==> src/eeprom_params.svh <==
// Constants for the two-wire serial memory slave
`ifndef EEPROM_PARAMS_SVH
`define EEPROM_PARAMS_SVH

// Device address word: fixed upper nibble
`define DEV_PREFIX 4'hA
// Bits in one transferred word
`define WORD_BITS 4'h8
// Memory size and page size in bytes
`define MEM_DEPTH 256
`define PAGE_BYTES 8
// Page buffer shape: word address plus data byte
`define PBUF_WIDTH 16
`define PBUF_DEPTH 16
// Clock period and longest internal write time
`define CLK_PERIOD_NS 50
`define WRITE_TIME_NS 5000000
// Longest time rounds down to whole cycles
`define WRITE_CYCLES (`WRITE_TIME_NS / `CLK_PERIOD_NS)

`endif

==> src/eeprom_pkg.sv <==
// Types shared by the serial memory slave modules
package eeprom_pkg;

	// Link sequencer states
	typedef enum logic [2:0] {
		S_IDLE,
		S_DEV,
		S_WADDR,
		S_WDATA,
		S_READ
	} link_state_e;

	// One memory byte and one word address
	typedef logic [7:0] byte_t;
	typedef logic [7:0] addr_t;

endpackage

==> src/pbuf_if.sv <==
// Handshake bundle between the link logic and the page buffer
`timescale 1ns/1ps
`default_nettype none
interface pbuf_if #(parameter int WIDTH = 16);
	// Filling side
	logic push_valid;
	logic push_ready;
	logic [WIDTH-1:0] push_data;
	// Draining side
	logic pop_valid;
	logic pop_ready;
	logic [WIDTH-1:0] pop_data;

	// Link logic: fills and drains
	modport user(output push_valid, output push_data, input push_ready,
		input pop_valid, input pop_data, output pop_ready);
	// Buffer itself
	modport store(input push_valid, input push_data, output push_ready,
		output pop_valid, output pop_data, input pop_ready);
endinterface
`default_nettype wire

==> src/pbuf_fifo.sv <==
// Small first-in first-out buffer with valid/ready on both sides
`timescale 1ns/1ps
`default_nettype none
module pbuf_fifo #(
	parameter int WIDTH = 16,
	parameter int DEPTH = 16
) (
	// Clock and synchronous reset
	input wire logic clk,
	input wire logic nrst,
	// Both handshake sides
	pbuf_if.store bus
);
	localparam int AW = $clog2(DEPTH);

	// Storage and pointers with a wrap bit
	logic [WIDTH-1:0] mem_r [DEPTH];
	logic [AW:0] wr_ptr_r;
	logic [AW:0] rd_ptr_r;
	logic full;
	logic empty;

	// Full when pointers differ only in the wrap bit
	assign empty = (wr_ptr_r == rd_ptr_r);
	assign full = (wr_ptr_r[AW] != rd_ptr_r[AW]) &&
		(wr_ptr_r[AW-1:0] == rd_ptr_r[AW-1:0]);
	assign bus.push_ready = !full;
	assign bus.pop_valid = !empty;
	assign bus.pop_data = mem_r[rd_ptr_r[AW-1:0]];

	// Write side
	always_ff @(posedge clk) begin
		if (!nrst) begin
			wr_ptr_r <= '0;
		end else if (bus.push_valid && !full) begin
			mem_r[wr_ptr_r[AW-1:0]] <= bus.push_data;
			wr_ptr_r <= wr_ptr_r + {{AW{1'b0}}, 1'b1};
		end
	end

	// Read side
	always_ff @(posedge clk) begin
		if (!nrst) begin
			rd_ptr_r <= '0;
		end else if (bus.pop_ready && !empty) begin
			rd_ptr_r <= rd_ptr_r + {{AW{1'b0}}, 1'b1};
		end
	end
endmodule
`default_nettype wire

==> src/eeprom_slave.sv <==
// Two-wire serial memory slave: link sequencer, array and write cycle
// Functional notes
// RQ1 - Data changes only while clock low
// RQ2 - Data falling, clock high: start
// RQ3 - Stop after read returns to standby
// RQ4 - Eight-bit words, ack low on ninth
// RQ5 - Standby at reset and after stop
// RQ6 - Master recovers with clocks then start
// RQ7 - Address word: 1010, straps, direction
// RQ8 - Direction bit one reads, zero writes
// RQ9 - Ack on match, else back to standby
// RQ10 - Byte write: address, word, data, stop
// RQ11 - Internal write ignores all inputs
// RQ12 - Write time starts at stop
// RQ13 - Page write up to eight bytes
// RQ14 - Only low three address bits advance
// RQ15 - Page overflow overwrites earlier bytes
// RQ16 - Polling acked only once write done
// RQ17 - Address counter holds last plus one
// RQ18 - Read address wraps whole array
// RQ19 - Current read: counter byte shifted out
// RQ20 - Random read uses dummy write first
// RQ21 - Master ack continues sequential read
// RQ22 - Master ends read with nack, stop
// RQ23 - 256 bytes, 32 pages of eight
// RQ24 - Write protect high blocks array writes
// RQ25 - Mismatch: release line, wait for start
`include "eeprom_params.svh"
`timescale 1ns/1ps
`default_nettype none
module eeprom_slave #(
	// Internal write time in clock cycles
	parameter int WRITE_CYCLES = `WRITE_CYCLES
) (
	// Clock and synchronous active-low reset
	input wire logic CLK,
	input wire logic NRST,
	// Serial link
	input wire logic SCL,
	input wire logic SDA_IN,
	output var logic SDA_OUT,
	output var logic SDA_OE_N,
	// Strap and protect pins
	input wire logic STRAP_BIT_LOW,
	input wire logic STRAP_BIT_MID,
	input wire logic STRAP_BIT_HIGH,
	input wire logic WP,
	// Status
	output var logic STANDBY
);

	// Pin synchronisers: scl, sda, three straps, protect
	logic [5:0] pin_meta_r;
	logic [5:0] pin_sync_r;
	logic [1:0] line_prev_r;
	logic scl_now;
	logic sda_now;
	logic [2:0] strap_now;
	logic wp_now;

	// Line events on the clock domain
	logic scl_rise;
	logic scl_fall;
	logic start_det;
	logic stop_det;

	// Link sequencer state
	eeprom_pkg::link_state_e state_r;
	logic [3:0] bit_cnt_r;
	logic ack_phase_r;
	eeprom_pkg::byte_t shift_r;
	eeprom_pkg::byte_t tx_r;
	logic rw_r;
	logic pushed_r;
	logic sda_oe_n_r;
	eeprom_pkg::addr_t addr_cnt_r;

	// Page buffer filling side
	logic push_valid_r;
	logic [15:0] push_data_r;
	logic prog_go_r;

	// Internal write cycle
	logic busy_r;
	logic [31:0] wait_cnt_r;
	logic wait_done;

	// Output flops
	logic sda_out_r;
	logic standby_r;

	// Memory array
	eeprom_pkg::byte_t mem_r [`MEM_DEPTH];
	eeprom_pkg::byte_t rd_byte;
	logic dev_match;

	// Page buffer handshake bundle
	pbuf_if #(.WIDTH(`PBUF_WIDTH)) pbuf();

	// Buffer holds a page; depth above a page gives slack
	pbuf_fifo #(
		.WIDTH(`PBUF_WIDTH),
		.DEPTH(`PBUF_DEPTH)
	) u_pbuf (
		.clk(CLK),
		.nrst(NRST),
		.bus(pbuf.store)
	);

	// Two flops on every pin before any logic looks at it
	always_ff @(posedge CLK) begin
		if (!NRST) begin
			pin_meta_r <= 6'h3F;
			pin_sync_r <= 6'h3F;
		end else begin
			pin_meta_r <= {WP, STRAP_BIT_HIGH, STRAP_BIT_MID,
				STRAP_BIT_LOW, SDA_IN, SCL};
			pin_sync_r <= pin_meta_r;
		end
	end

	// Previous synchronised line levels for edge finding
	always_ff @(posedge CLK) begin
		if (!NRST) begin
			line_prev_r <= 2'h3;
		end else begin
			line_prev_r <= pin_sync_r[1:0];
		end
	end

	// Decoded line levels
	assign scl_now = pin_sync_r[0];
	assign sda_now = pin_sync_r[1];
	assign strap_now = pin_sync_r[4:2];
	assign wp_now = pin_sync_r[5];

	// Clock edges and data edges under clock high
	assign scl_rise = scl_now && !line_prev_r[0];
	assign scl_fall = !scl_now && line_prev_r[0];
	// Data moving with clock high marks start or stop [RQ1]
	assign start_det = scl_now && line_prev_r[0] &&
		!sda_now && line_prev_r[1]; // [RQ2]
	assign stop_det = scl_now && line_prev_r[0] &&
		sda_now && !line_prev_r[1];

	// Address word compare: fixed nibble then straps [RQ7]
	assign dev_match = (shift_r[7:4] == `DEV_PREFIX) &&
		(shift_r[3:1] == strap_now);
	// Byte at the address counter
	assign rd_byte = mem_r[addr_cnt_r];

	// Buffer connections
	assign pbuf.push_valid = push_valid_r;
	assign pbuf.push_data = push_data_r;
	// Drain only while the write cycle runs
	assign pbuf.pop_ready = busy_r;

	// Link sequencer: start, stop, clock rise and fall
	always_ff @(posedge CLK) begin
		if (!NRST) begin
			state_r <= eeprom_pkg::S_IDLE;
			bit_cnt_r <= 4'h0;
			ack_phase_r <= 1'b0;
			shift_r <= 8'h00;
			tx_r <= 8'h00;
			rw_r <= 1'b0;
			pushed_r <= 1'b0;
			sda_oe_n_r <= 1'b1;
			addr_cnt_r <= 8'h00;
			push_valid_r <= 1'b0;
			push_data_r <= 16'h0000;
			prog_go_r <= 1'b0;
		end else begin
			// Pulses last one cycle
			push_valid_r <= 1'b0;
			prog_go_r <= 1'b0;
			if (start_det) begin
				// Every command opens here, also repeated starts [RQ2]
				state_r <= eeprom_pkg::S_DEV;
				bit_cnt_r <= 4'h0;
				ack_phase_r <= 1'b0;
				sda_oe_n_r <= 1'b1;
			end else if (stop_det) begin
				// Stop after queued data launches the write [RQ12]
				if (state_r == eeprom_pkg::S_WDATA && pushed_r) begin
					prog_go_r <= 1'b1; // [RQ10]
				end
				// Any stop, read or write, ends in idle [RQ3]
				state_r <= eeprom_pkg::S_IDLE;
				ack_phase_r <= 1'b0;
				sda_oe_n_r <= 1'b1;
			end else if (scl_rise) begin
				if (state_r == eeprom_pkg::S_READ) begin
					if (bit_cnt_r != `WORD_BITS) begin
						// Master samples our bit here
						bit_cnt_r <= bit_cnt_r + 4'h1;
					end else if (!sda_now) begin
						// Master ack: fetch the next byte [RQ21]
						tx_r <= rd_byte;
						addr_cnt_r <= addr_cnt_r + 8'h01; // [RQ18]
						bit_cnt_r <= 4'h0;
					end else begin
						// Master nack: wait for its stop [RQ22]
						state_r <= eeprom_pkg::S_IDLE;
					end
				end else if (state_r != eeprom_pkg::S_IDLE &&
					!ack_phase_r && bit_cnt_r != `WORD_BITS) begin
					// Receive one bit, most significant first [RQ4]
					shift_r <= {shift_r[6:0], sda_now};
					bit_cnt_r <= bit_cnt_r + 4'h1;
				end
			end else if (scl_fall) begin
				if (state_r == eeprom_pkg::S_READ) begin
					if (bit_cnt_r == `WORD_BITS) begin
						// Let go for the master's ack bit
						sda_oe_n_r <= 1'b1;
					end else begin
						// Open drain: a one is a released line
						sda_oe_n_r <= tx_r[7];
						tx_r <= {tx_r[6:0], 1'b0};
					end
				end else if (ack_phase_r) begin
					// Ninth clock over: release and move on
					sda_oe_n_r <= 1'b1;
					ack_phase_r <= 1'b0;
					bit_cnt_r <= 4'h0;
					unique case (state_r)
						eeprom_pkg::S_DEV: begin
							if (rw_r) begin
								// Read: first bit goes out now [RQ19]
								state_r <= eeprom_pkg::S_READ;
								sda_oe_n_r <= rd_byte[7];
								tx_r <= {rd_byte[6:0], 1'b0};
								// Counter keeps last plus one [RQ17]
								addr_cnt_r <= addr_cnt_r + 8'h01;
							end else begin
								state_r <= eeprom_pkg::S_WADDR;
							end
						end
						eeprom_pkg::S_WADDR: begin
							// Dummy write may stop here [RQ20]
							state_r <= eeprom_pkg::S_WDATA;
						end
						eeprom_pkg::S_WDATA: begin
							// More page bytes may follow [RQ13]
							state_r <= eeprom_pkg::S_WDATA;
						end
						eeprom_pkg::S_IDLE: begin
							state_r <= eeprom_pkg::S_IDLE;
						end
						eeprom_pkg::S_READ: begin
							state_r <= eeprom_pkg::S_READ;
						end
					endcase
				end else if (bit_cnt_r == `WORD_BITS &&
					state_r != eeprom_pkg::S_IDLE) begin
					// Eighth bit in: decide the ack [RQ4]
					unique case (state_r)
						eeprom_pkg::S_DEV: begin
							if (dev_match && !busy_r) begin
								// Ack low, polling sees it only when idle
								sda_oe_n_r <= 1'b0; // [RQ9] [RQ16]
								ack_phase_r <= 1'b1;
								rw_r <= shift_r[0]; // [RQ8]
								pushed_r <= 1'b0;
							end else begin
								// No match or busy: line stays released
								state_r <= eeprom_pkg::S_IDLE; // [RQ25] [RQ11]
							end
						end
						eeprom_pkg::S_WADDR: begin
							// Any of the 256 bytes selectable [RQ23]
							addr_cnt_r <= shift_r;
							sda_oe_n_r <= 1'b0; // [RQ10]
							ack_phase_r <= 1'b1;
						end
						eeprom_pkg::S_WDATA: begin
							if (pbuf.push_ready) begin
								sda_oe_n_r <= 1'b0; // [RQ13]
								ack_phase_r <= 1'b1;
								// Protected array: byte acked, dropped [RQ24]
								if (!wp_now) begin
									push_valid_r <= 1'b1;
									push_data_r <= {addr_cnt_r, shift_r};
									pushed_r <= 1'b1;
								end
								// Wrap inside the page [RQ14] [RQ15]
								addr_cnt_r <= {addr_cnt_r[7:3],
									addr_cnt_r[2:0] + 3'h1};
							end else begin
								// Buffer full: refuse with a nack
								state_r <= eeprom_pkg::S_IDLE;
							end
						end
						eeprom_pkg::S_IDLE: begin
							state_r <= eeprom_pkg::S_IDLE;
						end
						eeprom_pkg::S_READ: begin
							state_r <= eeprom_pkg::S_READ;
						end
					endcase
				end
			end
		end
	end

	// Write time elapsed
	assign wait_done = (wait_cnt_r == 32'(WRITE_CYCLES - 1));

	// Self-timed write cycle from stop to completion [RQ12]
	always_ff @(posedge CLK) begin
		if (!NRST) begin
			busy_r <= 1'b0;
			wait_cnt_r <= 32'h0000_0000;
		end else if (prog_go_r) begin
			busy_r <= 1'b1;
			wait_cnt_r <= 32'h0000_0000;
		end else if (busy_r) begin
			// Finish only when the time is up and buffer drained
			if (wait_done && !pbuf.pop_valid) begin
				busy_r <= 1'b0;
			end else if (!wait_done) begin
				wait_cnt_r <= wait_cnt_r + 32'h0000_0001;
			end
		end
	end

	// Array update; later bytes to one address win [RQ15]
	always_ff @(posedge CLK) begin
		if (busy_r && pbuf.pop_valid) begin
			mem_r[pbuf.pop_data[15:8]] <= pbuf.pop_data[7:0];
		end
	end

	// Driven level is always low; the enable does the work
	always_ff @(posedge CLK) begin
		if (!NRST) begin
			sda_out_r <= 1'b0;
		end else begin
			sda_out_r <= 1'b0;
		end
	end

	// Standby once idle with no write in flight [RQ5] [RQ3]
	always_ff @(posedge CLK) begin
		if (!NRST) begin
			standby_r <= 1'b1;
		end else begin
			standby_r <= (state_r == eeprom_pkg::S_IDLE) && !busy_r &&
				!prog_go_r;
		end
	end

	// Outputs straight from flops
	assign SDA_OUT = sda_out_r;
	assign SDA_OE_N = sda_oe_n_r;
	assign STANDBY = standby_r;

endmodule
`default_nettype wire

==> config.mk <==
export PLATFORM = sky130hd
export DESIGN_NAME = eeprom_slave
export DESIGN_NICKNAME = d
export VERILOG_FILES = /design/src/eeprom_pkg.sv /design/src/pbuf_if.sv /design/src/pbuf_fifo.sv /design/src/eeprom_slave.sv
export VERILOG_INCLUDE_DIRS = /design/src
export SDC_FILE = /design/constraint.sdc
export NUM_CORES = 2
export LEC_CHECK = 0
export BUFFER_PORTS_ARGS = -buffer_cell sky130_fd_sc_hd__buf_2
export CAP_MARGIN = 20
export CORE_MARGIN = 2
export CORE_UTILIZATION = 45
export CTS_CLUSTER_DIAMETER = 30
export CTS_CLUSTER_SIZE = 8
export DETAILED_ROUTE_END_ITERATION = 6
export SETUP_SLACK_MARGIN = 0.05
export SYNTH_ARGS = -nofsm -noshare
export SYNTH_HDL_FRONTEND = slang
export SYNTH_HIERARCHICAL = 1
export SYNTH_SLANG_ARGS = --single-unit
==> constraint.sdc <==
create_clock -name CLK -period 5.6 [get_ports CLK]
set_input_delay 0.84 -clock CLK [delete_from_list [all_inputs] [get_ports CLK]]
set_output_delay 0.84 -clock CLK [all_outputs]
set_load 0.03 [all_outputs]
==> results_dict.tcl <==
set metrics [dict create \
    status "finished, violations left" \
    violations "design-rule violations" \
    grt_setup_unrepaired "false" \
    use_met1_pct 34.3 \
    ys_seq_elements 2419 \
    cts_tree "yes" \
    placed_area_um2 99300 \
    drt-wirelength-per-cell_um 31.7 \
    fmax_ghz 0.213 \
    avgSynthCellArea_um2 19.8 \
    dp_hpwl_mm 163 \
    gp_congestion 0.899 \
    path_max_fanout 31 \
    vias_per_cell 6.07 \
    ys_top_cells_by_area "edfxtp_1 73%, mux4_2 11%, dfxtp_1 2.4%" \
    reg2reg_setup_slack_ns 0.90 \
    endpoint_kind "flip-flop" \
    syn-num-nets 4835 \
    insertion_delay_ns 1.00 \
    cts_hold_buf 0 \
    multi_input_area_um2 22100 \
    clock_skew_ns 0.0667 \
    slew_violations 0 \
    min_path_type "primary input to flip-flop" \
    cts.path.max_buffers 4 \
    netlist_top_cells_count "2304 x edfxtp_1, 456 x mux4_2, 342 x nor2_1" \
    cts_sinks 2419 \
    clk_pin_slew_ns 0.04 \
    antenna_left 0 \
    syn2layout_area_growth_pct 19.9 \
    hold-worst-slack_ns 0.118 \
    crit_required_ns 6.18 \
    drv_cap 0 \
    crit_type "flip-flop to flip-flop" \
    boundaryPins 11 \
    postSynthCellCount 4811 \
    worst_setup_path_start_kind "flip-flop" \
    dp_slack_ns 0.969 \
    row_count 169 \
    die-area_um2 216000 \
    ys_seq_area_share_pct 74.9 \
    htreeDepth 5 \
    tightest_slew_ns 1.26 \
    p_per_area_nw_per_um2 404 \
    fillCellCount 16152 \
    period_needed_ns 4.70 \
    design_area_um2 114000 \
    busiest_layer "met2" \
    dr_total_vias 51088 \
    wl_mm 267 \
    die_w_um 464 \
    drt_iter0_markers 5961 \
    start_util_pct 45.1 \
    die_h_um 464 \
    cts_resized 0 \
    async_reset_ff_share_pct 0 \
    worstPathArrival_ns 5.28 \
    relSlewSlack_pct 15.8 \
    yosysWarnings 6 \
    dr.pass1.iters 7 \
    setup_tns_ns 0 \
    overflow 0 \
    grt_antenna_before_repair 6 \
    netlist_area_um2 95400 \
    grt_first_pass_wirelength_mm 380 \
    grt.total_usage_pct 24.6 \
    synth_most_common_cell "edfxtp_1" \
    worst_slack_ns 0.895 \
    ff_latch_area_um2 71500 \
    cts_made_buffers 472 \
    ir_drop_mv 0.349 \
    grt_util_met2_pct 37.5 \
    grt.met3_usage_pct 5.75 \
    finalSetupViolCount 0 \
    report.final.hold_viol_count 0 \
    synth_edf_count 2304 \
    synth.top_cell.area_share_pct 72.5 \
    p_leak_nw 35.8 \
    grt_max_degree 201 \
    synth_ff_type "edfxtp_1" \
    place.port_buffers 9 \
    nets 5265 \
    cts_setup_buffers 0 \
    drive_above_1_share_pct 26.1 \
    synth_cell_type_count 83 \
    drc_errors 1 \
    synth.largest_area_cell "edfxtp_1" \
    core_region_area_um2 211000 \
    min_period_over_period_pct 84.0 \
    grt_pass1_vias 51091 \
    cts_root_buf "clkbuf_16" \
]
layout by cell type (no fill, tap or decap), types with 16 or more instances in the layout:
cell,synthesis,final
bufinv_16,0,53
inv_1,22,22
buf_4,36,201
mux4_1,76,76
clkbuf_16,0,476
nand4_1,28,28
edfxtp_1,2304,2304
nand2_1,163,162
clkinv_1,0,79
nor3_1,49,41
clkinvlp_4,0,35
nor2_1,342,338
nand2b_1,33,33
a31oi_1,17,17
a22oi_1,91,91
nor2b_1,56,52
mux4_2,456,448
mux2i_1,149,149
buf_12,9,25
clkinv_2,0,75
clkbuf_1,103,78
ha_1,16,16
o22ai_1,55,55
a221oi_1,25,25
o21ai_0,58,58
mux2_2,48,48
nand3_1,75,75
a21oi_1,78,78
dfxtp_1,115,108
xor2_1,23,23
cells by family after synthesis:
group	count (synthesis)	synth area share, %
buffers and inverters	306	2.07
AND/OR/NAND/NOR	847	4.12
AO/OA/AOI/OAI	456	3.33
other	1	0.00393
XOR/XNOR	37	0.340
flip-flops	2419	74.9
multiplexers	729	15.0
adder cells (fa/ha/maj)	16	0.210
registers in the layout, indices dropped and copies added (netlist names), 5 cells and up, named ones only:
register,cells
mem_r,2048
u_pbuf/mem_r,256
wait_cnt_r,32
pbuf.push_data,16
addr_cnt_r,8
shift_r,8
tx_r,8
pin_meta_r,6
pin_sync_r,6
u_pbuf/rd_ptr_r,5
u_pbuf/wr_ptr_r,5
stage by stage:
stage	power (mW)	instances	utilization [%]
detailed placement	19.9	7588	47.0
floorplan	19.9	4811	-
CTS	46.4	8412	54.1
global route	47.3	8413	54.1
finish	46.2	8416	54.1
global placement	19.9	7586	47.0
worst max-delay path: stages (launching register included):
cell	delay, ns
dfxtp_4	0.68
buf_4	0.31
mux4_1	0.58
mux4_2	0.67
nor2b_1	0.42
nand3_1	0.72
nor2_1	0.91
path summary, 6_finish.rpt:
check,start,end,cells after the start
min reg2reg,pin_meta_r[5]$_SDFF_PN1_,pin_sync_r[5]$_SDFF_PN1_,1
max reg2reg,flip-flop,mem_r[175][0]$_DFFE_PP_,6
max,flip-flop,mem_r[175][0]$_DFFE_PP_,6
min,SCL,pin_meta_r[0]$_SDFF_PN1_,2
report_power, final:
group	total, mW	switching, mW	internal [mW]
clock network	26.6	8.77	17.8
logic	0.0552	0.0384	0.0168
registers	19.6	0.00408	19.6
total	46.2	8.81	37.4
layer usage:
metal / up-vias / wire length, um
li1: 20872 / -
met1: 26931 / 107000
met2: 2736 / 124000
met3: 543 / 25000
met4: 6 / 10800
met5: - / 42
cell type report:
type                       count  share of cell area, %
timing repair buffer         237                   1.82
sequential                  2419                   62.5
inverter                      25                 0.0821
antenna                        4                0.00875
multi-input combinational   2086                   19.3
clock inverter               264                   2.41
tap                         2821                   3.09
clock buffer                 560                   10.7
Power figures use the tool's default switching activity.
